## src/hw/tcsi_pkg.sv

```systemverilog
// Constants shared by the timer channel status and interrupt block
`default_nettype none
package tcsi_pkg;

  // ==========================================================================
  // Bus geometry
  localparam int unsigned ADDR_W = 8;
  localparam int unsigned DATA_W = 32;
  localparam int unsigned EVT_W  = 8;

  // ==========================================================================
  // Register offsets (byte addresses)
  localparam logic [7:0] OFS_STATUS   = 8'h00;
  localparam logic [7:0] OFS_IRQ_EN   = 8'h04;
  localparam logic [7:0] OFS_IRQ_DIS  = 8'h08;
  localparam logic [7:0] OFS_IRQ_MASK = 8'h0c;
  localparam logic [7:0] OFS_MODE     = 8'h10;

  // ==========================================================================
  // Event bit positions, shared by status, enable, disable and mask
  localparam int unsigned BIT_OVF  = 0;
  localparam int unsigned BIT_LOVR = 1;
  localparam int unsigned BIT_CMPA = 2;
  localparam int unsigned BIT_CMPB = 3;
  localparam int unsigned BIT_CMPC = 4;
  localparam int unsigned BIT_LDRA = 5;
  localparam int unsigned BIT_LDRB = 6;
  localparam int unsigned BIT_TRIG = 7;

  // ==========================================================================
  // Level bits of the status word and the mode register
  localparam int unsigned BIT_CLK_ON = 16;
  localparam int unsigned BIT_MIR_A  = 17;
  localparam int unsigned BIT_MIR_B  = 18;
  localparam int unsigned BIT_WAVE   = 0;

  // ==========================================================================
  // Reset values
  localparam logic [7:0]  RST_FLAGS = 8'h00;
  localparam logic [7:0]  RST_MASK  = 8'h00;
  localparam logic        RST_WAVE  = 1'b0;
  localparam logic [31:0] RST_RDATA = 32'h0000_0000;
  localparam logic [1:0]  RST_SYNC  = 2'h0;

endpackage
`default_nettype wire

```

## src/hw/tcsi_sync2.sv

```systemverilog
// Two-flop synchroniser for the two channel line pins
`default_nettype none
`timescale 1ns/1ps
module tcsi_sync2 (
  input  wire logic       i_clk,
  input  wire logic       i_rst_b,
  input  wire logic [1:0] i_d,
  output logic      [1:0] o_q
);

  // ==========================================================================
  // Stages
  logic [1:0] meta_r;
  logic [1:0] sync_r;

  // First stage is read by the second stage only
  always_ff @(posedge i_clk or negedge i_rst_b) begin
    if (!i_rst_b) begin
      meta_r <= tcsi_pkg::RST_SYNC;
      sync_r <= tcsi_pkg::RST_SYNC;
    end else begin
      meta_r <= i_d;
      sync_r <= meta_r;
    end
  end

  assign o_q = sync_r;

endmodule
`default_nettype wire

```

## src/hw/tcsi_load_track.sv

```systemverilog
// Load overrun tracker for one capture register
`default_nettype none
`timescale 1ns/1ps
module tcsi_load_track (
  input  wire logic i_clk,
  input  wire logic i_rst_b,
  input  wire logic i_en,
  input  wire logic i_load,
  input  wire logic i_read,
  output logic      o_overrun
);

  // ==========================================================================
  // Unread-load tracking
  logic pend_r;
  logic pend_nxt;

  // A read in the same cycle as a load consumes the older value only
  assign pend_nxt  = !i_en ? 1'b0 : (i_load ? 1'b1 : (i_read ? 1'b0 : pend_r));
  assign o_overrun = i_en & i_load & pend_r & ~i_read; // RL13

  always_ff @(posedge i_clk or negedge i_rst_b) begin
    if (!i_rst_b) begin
      pend_r <= 1'b0;
    end else begin
      pend_r <= pend_nxt;
    end
  end
endmodule
`default_nettype wire

```

## src/hw/tcsi_top.sv

```systemverilog
// Timer channel event status, interrupt mask and register slave
//
// Overview of operation
// RL1: Register B load sets its flag in capture mode only, held until status read.
// RL2: External trigger sets its flag in either mode, held until status read.
// RL3: Reading the status register clears every latched event flag.
// RL4: Status shows whether the counter clock runs; reading does not clear it.
// RL5: Status mirrors line A: pin level in capture, driven level in waveform.
// RL6: Status mirrors line B: pin level in capture, driven level in waveform.
// RL7: Writing ones to the enable register sets those mask bits, zeros ignored.
// RL8: Writing ones to the disable register clears those mask bits, zeros ignored.
// RL9: Overrun and load events count in capture, A and B compares in waveform.
// RL10: The mask register reads back enabled events in enable-register order.
// RL11: Enable and disable registers are write-only and read back zero.
// RL12: Mode bit one selects waveform mode, zero selects capture mode.
// RL13: Capture mode flags overrun when A or B loads twice unread.
// RL14: Counter overflow sets its flag, held until the next status read.
// RL15: Interrupt is high while any latched flag has its mask bit set.
// RL16: An event in the same cycle as a status read survives the clear.
//
// Our own choices: the register addresses and the plain strobed port.
`default_nettype none
`timescale 1ns/1ps
module tcsi_top (
  input  wire logic        i_clk,
  input  wire logic        i_rst_b,
  input  wire logic [7:0]  i_addr,
  input  wire logic [31:0] i_wdata,
  input  wire logic        i_wr,
  input  wire logic        i_rd,
  output logic      [31:0] o_rdata,
  input  wire logic        i_ovf_evt,
  input  wire logic        i_cmp_a_evt,
  input  wire logic        i_cmp_b_evt,
  input  wire logic        i_cmp_c_evt,
  input  wire logic        i_ra_load_evt,
  input  wire logic        i_rb_load_evt,
  input  wire logic        i_trig_evt,
  input  wire logic        i_ra_read,
  input  wire logic        i_rb_read,
  input  wire logic        i_clk_running,
  input  wire logic        i_line_a_pin,
  input  wire logic        i_line_b_pin,
  input  wire logic        i_line_a_drv,
  input  wire logic        i_line_b_drv,
  output logic             o_wave_mode,
  output logic             o_irq
);

  // ==========================================================================
  // State
  logic [7:0]  flag_r;
  logic [7:0]  flag_nxt;
  logic [7:0]  mask_r;
  logic [7:0]  mask_nxt;
  logic        wave_r;
  logic        wave_nxt;
  logic [31:0] rdata_r;
  logic [31:0] rdata_nxt;
  logic        irq_r;
  logic        irq_nxt;

  // ==========================================================================
  // Helpers shared by several decodes
  function automatic logic addr_hit(input logic [7:0] addr, input logic [7:0] ofs);
    return (addr == ofs);
  endfunction

  // Mirror source follows the mode bit; pins arrive through the synchroniser
  function automatic logic mirror_sel(input logic wave, input logic drv, input logic pin);
    return wave ? drv : pin;
  endfunction

  // ==========================================================================
  // Address decode
  logic hit_status;
  logic hit_en;
  logic hit_dis;
  logic hit_mask;
  logic hit_mode;

  assign hit_status = addr_hit(i_addr, tcsi_pkg::OFS_STATUS);
  assign hit_en     = addr_hit(i_addr, tcsi_pkg::OFS_IRQ_EN);
  assign hit_dis    = addr_hit(i_addr, tcsi_pkg::OFS_IRQ_DIS);
  assign hit_mask   = addr_hit(i_addr, tcsi_pkg::OFS_IRQ_MASK);
  assign hit_mode   = addr_hit(i_addr, tcsi_pkg::OFS_MODE);

  logic rd_status;
  logic wr_en;
  logic wr_dis;
  logic wr_mode;

  assign rd_status = i_rd & hit_status;
  assign wr_en     = i_wr & hit_en;
  assign wr_dis    = i_wr & hit_dis;
  assign wr_mode   = i_wr & hit_mode;

  // ==========================================================================
  // Pin lines and overrun trackers
  logic [1:0] pin_s;
  logic       ovr_a;
  logic       ovr_b;
  logic       cap_mode;

  assign cap_mode = ~wave_r;

  tcsi_sync2 u_sync (
    .i_clk   (i_clk),
    .i_rst_b (i_rst_b),
    .i_d     ({i_line_b_pin, i_line_a_pin}),
    .o_q     (pin_s)
  );

  tcsi_load_track u_trk_a (
    .i_clk     (i_clk),
    .i_rst_b   (i_rst_b),
    .i_en      (cap_mode),
    .i_load    (i_ra_load_evt),
    .i_read    (i_ra_read),
    .o_overrun (ovr_a)
  );

  tcsi_load_track u_trk_b (
    .i_clk     (i_clk),
    .i_rst_b   (i_rst_b),
    .i_en      (cap_mode),
    .i_load    (i_rb_load_evt),
    .i_read    (i_rb_read),
    .o_overrun (ovr_b)
  );

  // ==========================================================================
  // Event flags
  logic [7:0] evt_set;

  always_comb begin
    evt_set = 8'h00;
    evt_set[tcsi_pkg::BIT_OVF]  = i_ovf_evt; // RL14
    evt_set[tcsi_pkg::BIT_LOVR] = cap_mode & (ovr_a | ovr_b); // RL9 RL13
    evt_set[tcsi_pkg::BIT_CMPA] = wave_r & i_cmp_a_evt; // RL9
    evt_set[tcsi_pkg::BIT_CMPB] = wave_r & i_cmp_b_evt; // RL9
    evt_set[tcsi_pkg::BIT_CMPC] = i_cmp_c_evt;
    evt_set[tcsi_pkg::BIT_LDRA] = cap_mode & i_ra_load_evt; // RL9
    evt_set[tcsi_pkg::BIT_LDRB] = cap_mode & i_rb_load_evt; // RL1
    evt_set[tcsi_pkg::BIT_TRIG] = i_trig_evt; // RL2
  end

  // Set wins over the read clear
  assign flag_nxt = (rd_status ? tcsi_pkg::RST_FLAGS : flag_r) | evt_set; // RL3 RL16

  // ==========================================================================
  // Mask and mode
  assign mask_nxt = wr_en  ? (mask_r | i_wdata[7:0]) : // RL7
                    wr_dis ? (mask_r & ~i_wdata[7:0]) : // RL8
                    mask_r;
  assign wave_nxt = wr_mode ? i_wdata[tcsi_pkg::BIT_WAVE] : wave_r; // RL12

  // Interrupt tracks the next state so it lines up with the flags
  assign irq_nxt = |(flag_nxt & mask_nxt); // RL15

  // ==========================================================================
  // Read data
  logic        mir_a;
  logic        mir_b;
  logic [31:0] status_word;
  logic [31:0] mask_word;

  assign mir_a = mirror_sel(wave_r, i_line_a_drv, pin_s[0]); // RL5
  assign mir_b = mirror_sel(wave_r, i_line_b_drv, pin_s[1]); // RL6

  always_comb begin
    status_word = 32'h0000_0000;
    status_word[7:0] = flag_r;
    status_word[tcsi_pkg::BIT_CLK_ON] = i_clk_running; // RL4
    status_word[tcsi_pkg::BIT_MIR_A]  = mir_a;
    status_word[tcsi_pkg::BIT_MIR_B]  = mir_b;
  end

  assign mask_word = {24'h00_0000, mask_r}; // RL10

  // Write-only and unmapped addresses read as zero
  assign rdata_nxt = !i_rd     ? tcsi_pkg::RST_RDATA :
                     hit_status ? status_word :
                     hit_mask   ? mask_word :
                     hit_mode   ? {31'h0000_0000, wave_r} :
                     tcsi_pkg::RST_RDATA; // RL11

  // ==========================================================================
  // Registers
  always_ff @(posedge i_clk or negedge i_rst_b) begin
    if (!i_rst_b) begin
      flag_r  <= tcsi_pkg::RST_FLAGS;
      mask_r  <= tcsi_pkg::RST_MASK;
      wave_r  <= tcsi_pkg::RST_WAVE;
      rdata_r <= tcsi_pkg::RST_RDATA;
      irq_r   <= 1'b0;
    end else begin
      flag_r  <= flag_nxt;
      mask_r  <= mask_nxt;
      wave_r  <= wave_nxt;
      rdata_r <= rdata_nxt;
      irq_r   <= irq_nxt;
    end
  end

  assign o_rdata     = rdata_r;
  assign o_irq       = irq_r;
  assign o_wave_mode = wave_r;
endmodule
`default_nettype wire

```

## config.mk

```make
export PLATFORM = sky130hd
export DESIGN_NAME = tcsi_top
export DESIGN_NICKNAME = d
export VERILOG_FILES = /design/src/hw/tcsi_pkg.sv /design/src/hw/tcsi_sync2.sv /design/src/hw/tcsi_load_track.sv /design/src/hw/tcsi_top.sv
export SDC_FILE = /design/constraint.sdc
export NUM_CORES = 1
export LEC_CHECK = 0
export ABC_AREA = 1
export BUFFER_PORTS_ARGS = -buffer_cell sky130_fd_sc_hd__buf_2
export CAP_MARGIN = 20
export CORE_ASPECT_RATIO = 0.7
export CORE_MARGIN = 3
export CORE_UTILIZATION = 30
export CTS_BUF_LIST = sky130_fd_sc_hd__clkbuf_16
export DETAILED_ROUTE_END_ITERATION = 12
export SETUP_SLACK_MARGIN = 0.05
export SLEW_MARGIN = 10
export SYNTH_ARGS = -nofsm -noshare
export SYNTH_HDL_FRONTEND = slang
export SYNTH_SLANG_ARGS = --single-unit
```

## constraint.sdc

```tcl
create_clock -name i_clk -period 2.19 [get_ports i_clk]
set_input_delay 0.219 -clock i_clk [delete_from_list [all_inputs] [get_ports i_clk]]
set_output_delay 0.219 -clock i_clk [all_outputs]
set_load 0.1 [all_outputs]
```

; Yosys cells after proc, flatten, opt, wreduce, memory -nomap -nowiden
; Index checks and enable logic that the tools add are counted.
[word_totals]
input_bits = 58
regBits = 43
wordCells = 54
output_inout_bits = 34
[classes]
n_mux = 15
n_eq_ne = 4
reduce_logical = 4
bitwise = 22
[op_table]
columns = operator, n
row1 = 2-to-1 mux 19 bit, 2
row2 = 2-to-1 mux 8 bit, 4
row3 = bitwise AND 8 bit, 2
row4 = equality test 8 x 4 -> 1 bit (second input constant), 2
row5 = bitwise OR 8 bit, 2
row6 = bitwise AND 1 bit, 13
row7 = 2-to-1 mux 1 bit, 9
row8 = equality test 8 x 3 -> 1 bit (second input constant), 1
row9 = equality test 8 x 5 -> 1 bit (second input constant), 1
row10 = zero test 8 bit, 1
row11 = NOT 8 bit, 1
row12 = OR reduction 8 bit, 1
row13 = nonzero test 3 bit, 2
row14 = NOT 1 bit, 3
row15 = bitwise OR 1 bit, 1

; Depth between registers and ports, before layout
[depth]
ltp_word = 9
ltp_mapped = 11

; Hierarchy
; Synthesis repeated with hierarchy kept, for this count alone.
[unflattened]
cells_unflattened = 205
hier_area_um2 = 1730.4
[by_module_without_submodules]
columns = mod, instances, cells_per_inst, area_per_inst_um2, seq_area_each_um2
row1 = tcsi_top, 1, 187, 1532.7, 725.7
row2 = tcsi_sync2, 1, 4, 100.1, 100.1
row3 = tcsi_load_track, 2, 7, 48.8, 25.0

; Least setup slack after synthesis
; OpenSTA, ideal clock, no wires.
[synth_timing]
path_type = flip-flop to flip-flop
from = register wave_r, in the netlist o_wave_mode
to = register irq_r, in the netlist o_irq
synth_period_minus_slack_ns = 1.930
t_required_ns = 2.071
n_path_buf = 1
arrival_ns = 1.812
path_slack_ns = 0.260
path_stages_with_launch = 11
path_cell_list = dfrtp_1 clkbuf_2 inv_1 nand2_1 nor3_1 nor2_1 nand2_1 nand2_1 nand2_1 nor2_1 nand2_1
[synth_between]
elab_chain_cells = 9
word_cells_on_any_way = 14
classes_between = 13 x bitwise / 1 x reduce/logical
[synth_rtl]
columns = item, line
row1 = "start, declared", tcsi_top.sv:56  ; logic wave_r;
row2 = "start signal, assigned", tcsi_top.sv:194  ; wave_r <= tcsi_pkg::RST_WAVE;
row3 = "start signal, assigned", tcsi_top.sv:200  ; wave_r <= wave_nxt;
row4 = NOT 1 bit *, tcsi_top.sv:105  ; assign cap_mode = ~wave_r;
row5 = bitwise AND 1 bit (3 in a row), tcsi_load_track.sv:20  ; assign o_overrun = i_en & i_load & pend_r & ~i_read;
row6 = bitwise OR 1 bit, tcsi_top.sv:139  ; evt_set[tcsi_pkg::BIT_LOVR] = cap_mode & (ovr_a | ovr_b);
row7 = bitwise AND 1 bit *, tcsi_top.sv:139
row8 = bitwise OR 8 bit *, tcsi_top.sv:149  ; assign flag_nxt = (rd_status ? tcsi_pkg::RST_FLAGS : flag_r) | evt_set;
row9 = via flag_nxt[1], tcsi_top.sv:53  ; logic [7:0] flag_nxt;
row10 = bitwise AND 8 bit *, tcsi_top.sv:159  ; assign irq_nxt = |(flag_nxt & mask_nxt);
row11 = OR reduction 8 bit *, tcsi_top.sv:159
row12 = via irq_nxt, tcsi_top.sv:61  ; logic irq_nxt;
row13 = "end signal, assigned", tcsi_top.sv:202  ; irq_r <= irq_nxt;
row14 = "end, declared", tcsi_top.sv:60  ; logic irq_r;
; The timed path passes the listed nets; every way through them passes the cells marked *.
; A chain may end at the register's enable or synchronous reset.

; Worst setup path after layout
; Same ends and word-level chain as after synthesis.

==> flow_metrics.tcl <==
set metrics [dict create \
    synthSimpleGateAreaFrac_pct 29.8 \
    fillers 571 \
    cts-root-buf "clkbuf_16" \
    layout_min_cycle_time_ns 1.51 \
    dieArea_sq_um 6750 \
    die_x_um 96.9 \
    rsz0062_at_grt "false" \
    dr.pass1.iters 4 \
    ys_ff_latch 35 \
    ir_drop_uv 308 \
    cts_resized 0 \
    worstSetupPathType "reg -> reg" \
    r2r-start "o_wave_mode$_DFFE_PN0P_" \
    reg2reg_depth 9 \
    drv_slew 0 \
    io_buffers 46 \
    crit_path_top_delay_cell "dfrtp_1" \
    cts.htree.levels 2 \
    synth-compound-area-share_pct 4.03 \
    yosysTopAreaCellShare_pct 50.4 \
    viasPerCell 4.14 \
    post-dp-hpwl_mm 2.82 \
    grt_first_pass_wirelength_mm 6.19 \
    cts_inserted_buffers 5 \
    synth.cell_area_sq_um 1740 \
    yosys-top-cells-area "dfrtp_1 50%, nand2_1 12%, buf_4 9.5%, nand3_1 6.9%, inv_1 4.5%" \
    drtIter0Drc 68 \
    finalNetCount 309 \
    avgSynthCellArea_sq_um 8.56 \
    top_layer_used "met5" \
    finalSetupTns_ns 0 \
    synth_edf_count 0 \
    drive_gt1_share_pct 27.0 \
    worstSkewPairLatency_ns 0.27 \
    syn_inst 203 \
    synthMuxAreaShare_pct 0 \
    power_leakage_nw 1.15 \
    holdBufCountCts 0 \
    cts_tree "built" \
    critPathLaunchType "flop" \
    setup_viol 0 \
    fp-row-count 22 \
    grt_max_degree 36 \
    wl_met3_um 247 \
    cp_max_fo 9 \
    route.met2.wl_mm 1.70 \
    end_kind "flop" \
    hold_class "in -> async" \
    drcViolationCount 0 \
    synth_top_family_by_area "simple AND/OR/NAND/NOR gates" \
    gr-total-overflow 0 \
    path_cells "inv_1 > nand2_1 > nor3_1 > nor2_1 > nand2_1 > nand2_1 > nand2_1 > nor2_1 > nand2_1" \
    wl_per_cell_um 11.7 \
    seq_area_frac_synth_pct 50.4 \
    power_density_nw_per_um2 800 \
    met1Wirelength_mm 1.80 \
    grt_pass1_vias 1246 \
    cp.required_ns 2.35 \
    yosysMostFrequentCell "nand2_1" \
    ys_warn_count 0 \
    yosys.area_share.xor_xnor_pct 0 \
    n_antenna_cell 0 \
    design_power_total_w 0.00167 \
    synthAdderAreaFrac_pct 0 \
    core_sq_um 5420 \
    arrival_ns 1.67 \
    io_pins 92 \
    cap_violations 0 \
    path_clk_slew_ns 0.05 \
    synth-main-ff-cell "dfrtp_1" \
    finalWirelength_mm 3.80 \
    hold_viol 0 \
    worst_slew_pin_slew_ns 0.778 \
    synthToLayoutAreaGrowth_pct 19.9 \
    finClkSkew_ns 0.000719 \
    synth.distinct_cells 24 \
    antenna_found_initial 1 \
    ys_top_cells_by_count "56 x nand2_1, 35 x dfrtp_1, 24 x nand3_1" \
    gp_congestion 0.816 \
    grt_use_total_pct 11.6 \
    vias 1342 \
    slew_headroom_pct 48.1 \
    slowest_delay_ns 0.49 \
    die_h_um 69.7 \
    async_reset_ff_share_pct 100 \
    yosys.area.top_type "dfrtp_1" \
    cts_setup_buffers 0 \
    min_period_over_period_pct 69.0 \
    critPathLaunch "o_wave_mode$_DFFE_PN0P_" \
    fmax_ghz 0.661 \
    start_util_pct 32.0 \
    drtAntennaViolNets 0 \
    status "completed" \
    clockBufferDepth 2 \
    rrSetupSlack_ns 0.68 \
    clock-sinks 35 \
    crit_top_cell "nand2_1" \
    reg2reg_to "o_irq$_DFF_PN0_" \
    crit_path_end "o_irq$_DFF_PN0_" \
]
-- logic make-up (layout without fill, tap and decap cells) --
family | count (synthesis) | in the layout
and+or+nand+nor | 107 | 107
DFF | 35 | 35
other | 1 | 21
AOI/OAI and AO/OA | 13 | 13
buffers and inverters | 47 | 76
-- worst min path at each step --
stage                  from                    endpoint  slack (ns)  cells past startpoint
2_1_floorplan       i_rst_b         flag_r[0]$_DFF_PN0_       -0.08                      0
3_3_place_gp   i_line_a_pin  u_sync.meta_r[0]$_DFF_PN0_        0.33                      1
3_5_place_dp   i_line_a_pin  u_sync.meta_r[0]$_DFF_PN0_        0.33                      1
4_1_cts             i_rst_b        o_rdata[0]$_DFF_PN0_        0.05                      1
5_1_grt        i_line_a_pin  u_sync.meta_r[0]$_DFF_PN0_        0.05                      1
6_report            i_rst_b        o_rdata[5]$_DFF_PN0_        0.02                      1
-- placed cells by master (no fill, tap or decap) --
cell and n:
nand2_2 8, nor2_2 3, o31ai_1 1, clkinv_1 2, nor2_1 9, nand3_1 24, nand3b_4 1, dfrtp_1 35
nand2_1 56, nand2_4 1, nor2_8 1, o211ai_1 1, nor2_4 2, clkbuf_16 5, inv_1 22, conb_1 21
inv_2 1, buf_2 46, nand4_1 1, nor3_1 1, o21ai_0 1, o21ai_1 7, a21oi_1 3
-- layer usage --
metal	track usage [%]	up-vias
met5	0	-
met4	2.34	2
met2	17.4	38
met1	15.5	608
met3	4.92	6
li1	-	688
-- worst max-delay path: cells and delay by family (launching register included) --
family                 cells  cell delay (ns)
buffers and inverters      1             0.17
flip-flops                 1             0.49
AND/OR/NAND/NOR            8             0.75
-- report_power, final --
group	leakage (nW)	internal (W)	switching, W
Sequential	0.442	0.000680	0.0000169
Combinational	0.642	0.0000489	0.000279
Clock	0.0701	0.000408	0.000233
-- layout make-up --
cell class	instances	area (sq um)	area share [%]
Inverter	22	82.6	3.97
Clock buffer	5	125	6.01
Clock inverter	3	11.3	0.541
Sequential cell	35	876	42.1
Tap cell	72	90.1	4.33
Timing Repair Buffer	46	230	11.1
Multi-Input combinational cell	141	667	32.0
-- per-stage QoR --
step	util (%)	cell area [sq um]	std cells	setup slack (ns)	hold WS, ns
4_1_cts	38.4	2080	324	0.605	0.0459
5_1_grt	38.4	2080	324	0.470	0.0462
3_3_place_gp	35.9	1950	316	0.556	0.329
3_5_place_dp	35.9	1950	316	0.558	0.330
2_1_floorplan	-	1810	223	0.260	-0.0766
6_report	38.4	2080	324	0.678	0.0191
-- sequential cells by signal (all words and copies together), names as in the netlist --
signal / cells
o_rdata: 11
u_trk_b.pend_r: 1
u_trk_a.pend_r: 1
flag_r: 8
mask_r: 8
o_irq: 1
o_wave_mode: 1
u_sync.meta_r: 2
u_sync.o_q: 2
Power figures use the tool's default switching activity.
